--- config.mk ---
export PLATFORM = sky130hd
export DESIGN_NAME = usb_ep0_rx_stall
export DESIGN_NICKNAME = d
export VERILOG_FILES = /design/src/usb_ep0_rx_pkg.sv /design/src/usb_ep0_rx_stall.sv
export SDC_FILE = /design/constraint.sdc
export NUM_CORES = 1
export LEC_CHECK = 0
export ABC_AREA = 0
export BUFFER_PORTS_ARGS = -buffer_cell sky130_fd_sc_hd__buf_2
export CORE_ASPECT_RATIO = 1.1
export CORE_MARGIN = 2
export CORE_UTILIZATION = 50
export DETAILED_ROUTE_END_ITERATION = 16
export GPL_TIMING_DRIVEN = 0
export PLACE_DENSITY = 0.75
export SYNTH_ARGS = -nofsm -noshare
export SYNTH_HDL_FRONTEND = slang
export SYNTH_SLANG_ARGS = --single-unit
--- constraint.sdc ---
create_clock -name clk -period 1.8 [get_ports clk]
set_input_delay 0.36 -clock clk [delete_from_list [all_inputs] [get_ports clk]]
set_output_delay 0.36 -clock clk [all_outputs]
set_load 0.01 [all_outputs]
--- src/usb_ep0_rx_pkg.sv ---
/*
 Shared constants for the endpoint 0 receive and stall controller:
 register indices, field positions, token and handshake codes.
 Assumes register byte address = 4 * index on a 32-bit APB.
*/
package usb_ep0_rx_pkg;
   // Register indices (byte address is four times the index)
   localparam logic [7:0] IDX_CFG   = 8'he9;
   localparam logic [7:0] IDX_TXFLG = 8'hec;
   localparam logic [7:0] IDX_DATA  = 8'hed;
   localparam logic [7:0] IDX_COUNT = 8'hee;
   localparam logic [7:0] IDX_FLAGS = 8'hef;
   localparam logic [7:0] IDX_IST   = 8'hf0;
   localparam logic [7:0] IDX_IMASK = 8'hf1;
   // Receive flag fields
   localparam int FLG_ERR    = 5;
   localparam int FLG_OW     = 4;
   localparam int FLG_TOG    = 3;
   localparam int FLG_REFUSE = 2;
   localparam int FLG_STALL  = 1;
   localparam int FLG_FULL   = 0;
   // Control-transfer configuration fields
   localparam int CFG_SEL = 2;
   localparam int CFG_OUT = 1;
   localparam int CFG_IN  = 0;
   // Transmit flag field
   localparam int TXF_STALL = 1;
   // Interrupt status and mask fields
   localparam int INT_SETUP = 0;
   localparam int INT_OUT   = 1;
   localparam int INT_ERR   = 2;
   localparam int INT_W     = 3;
   // FIFO
   localparam int FIFO_DEPTH = 8;
   // Token kinds from the packet decoder
   localparam logic [1:0] TOK_OUT   = 2'h0;
   localparam logic [1:0] TOK_IN    = 2'h1;
   localparam logic [1:0] TOK_SETUP = 2'h2;
   // Handshake codes to the packet encoder
   localparam logic [1:0] HS_NONE  = 2'h0;
   localparam logic [1:0] HS_ACK   = 2'h1;
   localparam logic [1:0] HS_NAK   = 2'h2;
   localparam logic [1:0] HS_STALL = 2'h3;
   typedef enum logic {ST_IDLE, ST_DATA} rx_state_t;
endpackage

--- src/usb_ep0_rx_stall.sv ---
/*
 Endpoint 0 receive path and stall control of a low-speed USB engine,
 with an APB register slave and one level interrupt.
 Assumes the packet decoder and encoder run on clk and deliver
 tokens, data bytes and packet ends as one-cycle pulses.
*/
// What this block does
// Store received byte count after loading FIFO
// CRC or stuff error sets error flag
// Overwrite flag shows SETUP corrupted FIFO
// Toggle bit follows each good SETUP/OUT except a stalled OUT
// Refuse clear: accept OUT only when empty
// Refuse set: NAK OUT tokens unless receive stall is set
// Receive stall set: STALL OUT tokens
// Full set by hardware, write one ignored
// Flags clear on reset and bus reset
// Toggle select qualifies OUT for auto-stall
// OUT auto-stall sets both stall bits
// IN auto-stall sets both stall bits
// Config clears on resets and SETUP
// Otherwise OUT clears transmit, IN clears receive
// Firmware never enables both auto-stalls
// After ACK: interrupt, store and full in the same cycle
// Firmware clears full after reading FIFO
// CPU pops FIFO bytes one by one
// NAK OUT while FIFO still full
`timescale 1ns/100ps
module usb_ep0_rx_stall
   import usb_ep0_rx_pkg::*;
(
   // Clock and reset
   input  wire logic        clk,
   input  wire logic        sys_rst,
   // APB slave
   input  wire logic        psel,
   input  wire logic        penable,
   input  wire logic        pwrite,
   input  wire logic [11:0] paddr,
   input  wire logic [31:0] pwdata,
   output logic [31:0]      prdata,
   output logic             pready,
   output logic             pslverr,
   // Packet decoder side
   input  wire logic        usb_bus_reset,
   input  wire logic        tok_valid,
   input  wire logic [1:0]  tok_kind,
   input  wire logic        rx_byte_valid,
   input  wire logic [7:0]  rx_byte,
   input  wire logic        pkt_done,
   input  wire logic        pkt_bad,
   input  wire logic        pkt_toggle,
   // Handshake and status out
   output logic             hs_valid,
   output logic [1:0]       hs_code,
   output logic             pipe0_transmit_stall,
   output logic             irq
);
   typedef struct packed {
      rx_state_t              st;
      logic [7:0][7:0]        fifo;
      logic [3:0]             wr;
      logic [2:0]             rd;
      logic [3:0]             cnt;
      logic                   err;
      logic                   ow;
      logic                   tog;
      logic                   refuse;
      logic                   rx_stall;
      logic                   full;
      logic                   tx_stall;
      logic                   sel;
      logic                   out_auto;
      logic                   in_auto;
      logic                   is_setup;
      logic [1:0]             verdict;
      logic [INT_W-1:0]       ist;
      logic [INT_W-1:0]       imask;
      logic [31:0]            prdata;
      logic                   hs_valid;
      logic [1:0]             hs_code;
   } regs_t;

   regs_t r_reg;
   regs_t r_next;
   logic  rd_setup;
   logic  wr_acc;
   logic  rd_acc;
   logic  mapped;

   function automatic logic hit(input logic [11:0] a, input logic [7:0] idx);
      return (a[1:0] == 2'b00) && (a[11:10] == 2'b00) && (a[9:2] == idx);
   endfunction

   assign rd_setup = psel & ~penable & ~pwrite;
   assign wr_acc   = psel & penable & pwrite;
   assign rd_acc   = psel & penable & ~pwrite;
   assign mapped   = hit(paddr, IDX_CFG) | hit(paddr, IDX_TXFLG) | hit(paddr, IDX_DATA)
                   | hit(paddr, IDX_COUNT) | hit(paddr, IDX_FLAGS) | hit(paddr, IDX_IST)
                   | hit(paddr, IDX_IMASK);
   // Zero wait states: read data is latched in the setup cycle
   assign pready   = 1'b1;
   assign pslverr  = psel & penable & ~mapped;
   assign prdata   = r_reg.prdata;
   assign hs_valid = r_reg.hs_valid;
   assign hs_code  = r_reg.hs_code;
   assign pipe0_transmit_stall = r_reg.tx_stall;
   assign irq      = |(r_reg.ist & r_reg.imask);

   always_comb begin
      logic [3:0]  wr_cur;
      logic [31:0] rdata;
      wr_cur = r_reg.wr;
      rdata  = 32'h0000_0000;
      r_next = r_reg;
      r_next.hs_valid = 1'b0;
      r_next.hs_code  = HS_NONE;

      if (hit(paddr, IDX_CFG)) begin
         rdata[CFG_SEL] = r_reg.sel;
         rdata[CFG_OUT] = r_reg.out_auto;
         rdata[CFG_IN]  = r_reg.in_auto;
      end
      if (hit(paddr, IDX_TXFLG)) begin
         rdata[TXF_STALL] = r_reg.tx_stall;
      end
      if (hit(paddr, IDX_DATA)) begin
         rdata[7:0] = r_reg.fifo[r_reg.rd];
      end
      if (hit(paddr, IDX_COUNT)) begin
         rdata[3:0] = r_reg.cnt;
      end
      if (hit(paddr, IDX_FLAGS)) begin
         rdata[FLG_ERR]    = r_reg.err;
         rdata[FLG_OW]     = r_reg.ow;
         rdata[FLG_TOG]    = r_reg.tog;
         rdata[FLG_REFUSE] = r_reg.refuse;
         rdata[FLG_STALL]  = r_reg.rx_stall;
         rdata[FLG_FULL]   = r_reg.full;
      end
      if (hit(paddr, IDX_IST)) begin
         rdata[INT_W-1:0] = r_reg.ist;
      end
      if (hit(paddr, IDX_IMASK)) begin
         rdata[INT_W-1:0] = r_reg.imask;
      end
      if (rd_setup) begin
         r_next.prdata = rdata;
      end

      // Firmware effects first, so that hardware events below win
      if (rd_acc && hit(paddr, IDX_DATA)) begin
         r_next.rd = r_reg.rd + 3'd1;
      end
      if (wr_acc) begin
         if (hit(paddr, IDX_CFG)) begin
            r_next.sel      = pwdata[CFG_SEL];
            r_next.out_auto = pwdata[CFG_OUT];
            r_next.in_auto  = pwdata[CFG_IN];
         end
         if (hit(paddr, IDX_TXFLG)) begin
            r_next.tx_stall = pwdata[TXF_STALL];
         end
         if (hit(paddr, IDX_FLAGS)) begin
            if (!pwdata[FLG_ERR]) begin
               r_next.err = 1'b0;
            end
            r_next.refuse   = pwdata[FLG_REFUSE];
            r_next.rx_stall = pwdata[FLG_STALL];
            // Clearing full also ends the corrupted state
            if (!pwdata[FLG_FULL]) begin
               r_next.full = 1'b0;
               r_next.ow   = 1'b0;
            end
         end
         if (hit(paddr, IDX_IST)) begin
            r_next.ist = r_reg.ist & ~pwdata[INT_W-1:0];
         end
         if (hit(paddr, IDX_IMASK)) begin
            r_next.imask = pwdata[INT_W-1:0];
         end
      end

      unique case (r_reg.st)
         ST_IDLE: begin
            if (tok_valid) begin
               case (tok_kind)
                  TOK_IN: begin
                     if (r_reg.tx_stall) begin
                        r_next.hs_valid = 1'b1;
                        r_next.hs_code  = HS_STALL;
                     end
                     // Both enables set gives the illegal mix on purpose
                     r_next.rx_stall = r_reg.in_auto & ~r_reg.out_auto;
                     if (r_reg.in_auto) begin
                        r_next.tx_stall = 1'b1;
                     end
                  end
                  TOK_SETUP: begin
                     // SETUP is never refused and overwrites unread bytes
                     r_next.is_setup = 1'b1;
                     r_next.verdict  = HS_ACK;
                     r_next.wr       = 4'h0;
                     r_next.rd       = 3'h0;
                     if (r_reg.full) begin
                        r_next.ow = 1'b1;
                     end
                     r_next.st = ST_DATA;
                  end
                  TOK_OUT: begin
                     r_next.is_setup = 1'b0;
                     if (r_reg.rx_stall) begin
                        r_next.verdict = HS_STALL;
                     end else if (r_reg.refuse || r_reg.full) begin
                        r_next.verdict = HS_NAK;
                     end else begin
                        r_next.verdict = HS_ACK;
                        r_next.wr      = 4'h0;
                        r_next.rd      = 3'h0;
                     end
                     r_next.st = ST_DATA;
                  end
                  default: ;
               endcase
            end
         end
         ST_DATA: begin
            // Bytes beyond the FIFO depth are dropped
            if (rx_byte_valid && r_reg.verdict == HS_ACK && !r_reg.wr[3]) begin
               r_next.fifo[r_reg.wr[2:0]] = rx_byte;
               wr_cur = r_reg.wr + 4'h1;
               r_next.wr = wr_cur;
            end
            if (pkt_done) begin
               r_next.st = ST_IDLE;
               if (pkt_bad) begin
                  // Corrupt data gets no handshake at all
                  r_next.err = 1'b1;
                  r_next.ist[INT_ERR] = 1'b1;
               end else begin
                  r_next.hs_valid = 1'b1;
                  r_next.hs_code  = r_reg.verdict;
                  if (r_reg.verdict != HS_STALL) begin
                     r_next.tog = pkt_toggle;
                  end
                  if (r_reg.verdict == HS_ACK) begin
                     r_next.cnt  = wr_cur;
                     r_next.full = 1'b1;
                     if (r_reg.is_setup) begin
                        r_next.ist[INT_SETUP] = 1'b1;
                     end else begin
                        r_next.ist[INT_OUT] = 1'b1;
                     end
                  end
                  if (r_reg.is_setup) begin
                     r_next.sel      = 1'b0;
                     r_next.out_auto = 1'b0;
                     r_next.in_auto  = 1'b0;
                  end else if (r_reg.verdict != HS_STALL) begin
                     if (r_reg.out_auto && (!r_reg.sel || pkt_toggle)) begin
                        r_next.rx_stall = 1'b1;
                        r_next.tx_stall = ~r_reg.in_auto;
                     end else begin
                        r_next.tx_stall = 1'b0;
                     end
                  end
               end
            end
         end
      endcase

      if (usb_bus_reset) begin
         r_next.st       = ST_IDLE;
         r_next.err      = 1'b0;
         r_next.ow       = 1'b0;
         r_next.tog      = 1'b0;
         r_next.refuse   = 1'b0;
         r_next.rx_stall = 1'b0;
         r_next.full     = 1'b0;
         r_next.tx_stall = 1'b0;
         r_next.sel      = 1'b0;
         r_next.out_auto = 1'b0;
         r_next.in_auto  = 1'b0;
         r_next.hs_valid = 1'b0;
      end
   end

   always_ff @(posedge clk) begin
      if (sys_rst) begin
         r_reg <= '0;
      end else begin
         r_reg <= r_next;
      end
   end

   logic tok_idle;
   assign tok_idle = tok_valid && r_reg.st == ST_IDLE && !usb_bus_reset;
endmodule // usb_ep0_rx_stall

==> results.toml <==
[outcome]
status = "finished clean"

[worst_setup_path]
r2r-end = "r_reg[85]"
cp-start-kind = "primary input"
critPathCaptureType = "primary output"
reg2reg_depth = 4
critPathMaxStageDelay_ns = 0.56
crit_fanout = 10
path_cells = "buf_2 > or4b_4 > nand3_1 > a21oi_1 > buf_2"
path_buf_inv = 2
crit_required_ns = 1.44
path_delay_family = "simple AND/OR/NAND/NOR gates"
crit_top_cell = "buf_2"
path_class = "in2out"
r2r_slack_ns = 0.08
crit_arrival_ns = 1.39
r2r_start = "r_reg[42]"
cp_slowest_cell = "or4b_4"

[sta]
drv_slew = 0
fin_ws_ns = 0.0483
skew_ns = 0.0116
timing.fmax_ghz = 0.571
slew_headroom = 0.386
fin_crit_ns = 1.75
min_period_over_period = 0.973
finalHoldViolCount = 0
setup_viol = 0
worst_slew_pin_slew_ns = 0.920

[clock_tree]
numCtsBuffers = 9
clkTransAtPathRegs_ns = 0.07
htree_levels = 3
hold_buffers = 0
tritoncts = "built"
clock-sinks = 106
clock_path_buffers = 2
cts_root_buf = "clkbuf_16"
clock_latency_ns = 0.34

[floorplanning]
die_w_um = 103
die_h_um = 113
io_pins = 104
start_util = 0.516
die_area_um2 = 11600
coreArea_um2 = 10400
rows = 39

[place]
dp_hpwl_um = 10100
io_buffer_count = 40
place_inst = 783
gp_congestion = 1.02
pre_cts_ws_ns = -0.468
place_area_um2 = 5880

[grt]
grt_start_max_net_pins = 18
grt_remaining_overflow = 0
antenna_found_initial = 0
grt_usage = 0.243
grt_pass1_wl_um = 21800
grt_pass1_vias = 4314

[yosys]
synth_edf_count = 0
synth_area_um2 = 5390
ys_warn_count = 0
seq_area_frac_synth = 0.394
synth-main-ff-cell = "dfxtp_1"
synth-seq-cells = 106
avgSynthCellArea_um2 = 9.33
synthDistinctLibCells = 59
synthArstFlopShare = 0
synth_cells = 577

[route]
drt_iter0_markers = 323
route.met3.wl_um = 845
wl_met1_um = 6110
wl_met2_um = 7000
ant_nets = 0
drc_errors = 0
top_layer = "met4"
routed_wl_um = 14300
wl_per_cell_um = 17.7
vias_per_cell = 5.70
vias = 4608
dr.pass1.iters = 5

[cells_and_area]
largest_register_ffs = 94
final_nets = 728
area_growth_pct = 18.1
n_antenna_cell = 0
drive_gt1_frac = 0.255
finalNonFillerCells = 809
final_area_um2 = 6360
fin_util = 0.609

[power_and_ir_drop]
p_leak_nw = 2.79
pwr_density_cell_nw_per_um2 = 736
ir_worst_vdd_mv = 0.566

[hold_path]
worstHoldStart = "pkt_toggle"
hp-class = "in2reg"
holdPathEnd = "r_reg[51]"
hold_depth = 3

[flow_run]
maxCapViolations = 0
-- synthesized netlist by cell type (all sizes together), types with 6 or more instances --
master | count | area, um2
mux2i | 73 | 731
a21oi | 29 | 145
dfxtp | 106 | 2120
nand2 | 18 | 67.6
buf | 48 | 322
nor4 | 7 | 71.3
mux4 | 16 | 360
o21ai | 22 | 110
mux2 | 8 | 90.1
inv | 6 | 22.5
clkbuf | 28 | 105
nand3 | 20 | 100
nor2 | 93 | 349
nand2b | 8 | 50.1
nand4 | 7 | 43.8
-- routing by layer --
metal	vias up	GRT usage
li1	2186	-
met1	2225	0.312
met5	-	0
met2	168	0.407
met3	29	0.0420
met4	0	0.0912
-- final cells by class --
| class | instances | area, um2 |
|---|---|---|
| clock buffers | 11 | 233 |
| fillers | 924 | 4090 |
| multi-input cells | 412 | 2970 |
| plain buffers | 72 | 462 |
| repair buffers | 54 | 305 |
| inverters | 6 | 22.5 |
| well taps | 143 | 179 |
| flip-flops and latches | 106 | 2130 |
| clock inverters | 5 | 62.6 |
-- cell usage in the layout (no fill, tap or decap), types with 4 or more instances in the layout --
cell and n:
conb_1 25, nor2_1 91, nand3b_1 5, mux2i_1 73, nand4_1 7, clkbuf_16 9
dfxtp_1 101, nor3_1 4, mux2_2 8, dfxtp_2 5, inv_1 6, and3_1 5
o211ai_1 5, clkbuf_2 6, buf_4 53, clkbuf_1 21, o21ai_0 21, mux4_2 16
nand2b_1 8, nand2_1 18, a21oi_1 29, nand3_1 20, buf_2 43, a211oi_1 5
-- cells by family (layout without fill, tap and decap cells) --
kind of cell             Yosys count  after routing  synth area share
adder cells (fa/ha/maj)            2              2           0.00465
multiplexers                      97             97             0.219
AND/OR/NAND/NOR                  198            198             0.191
AO/OA/AOI/OAI                     87             87             0.102
flip-flops                       106            106             0.394
buffers and inverters             82            148            0.0834
other                              2             25           0.00139
XOR/XNOR                           3              3           0.00488
-- power breakdown --
part	switching (mW)	total (mW)	internal, mW
Clock	0.856	1.94	1.09
Sequential	0.0148	2.37	2.36
Combinational	0.224	0.362	0.138
-- worst max path at each step --
stage | cells after the start | startpoint | to | slack, ns
after floorplan | 5 | paddr[11] | r_reg[58] | -0.02
after global placement | 5 | r_reg[129] | r_reg[99] | -0.45
after detailed placement | 5 | r_reg[129] | r_reg[104] | -0.47
after CTS | 5 | r_reg[58] | prdata[5] | 0.005
after global routing | 6 | r_reg[42] | r_reg[71] | -0.02
final | 5 | paddr[3] | pslverr | 0.05
-- metrics by stage --
stage / hold WS (ns) / TNS, ns / power, mW
floorplan: 0.432 / -0.0246 / 2.65
global placement: 0.450 / -20.59 / 2.76
detailed placement: 0.455 / -23.32 / 2.76
CTS: 0.282 / 0 / 4.70
global route: 0.315 / -0.0544 / 4.84
finish: 0.293 / 0 / 4.68
-- worst min-delay path, delay by kind of cell --
family | cells | cell delay [ns]
buf+inv | 1 | 0.10
simple gates | 1 | 0.08
mux | 1 | 0.06
-- timing repair --
action,CTS,global route
gates resized for setup,15,23
endpoints found under the setup margin,82,54
pin swaps,7,3
setup buffers,8,6
(Power assumes the default switching activity.)
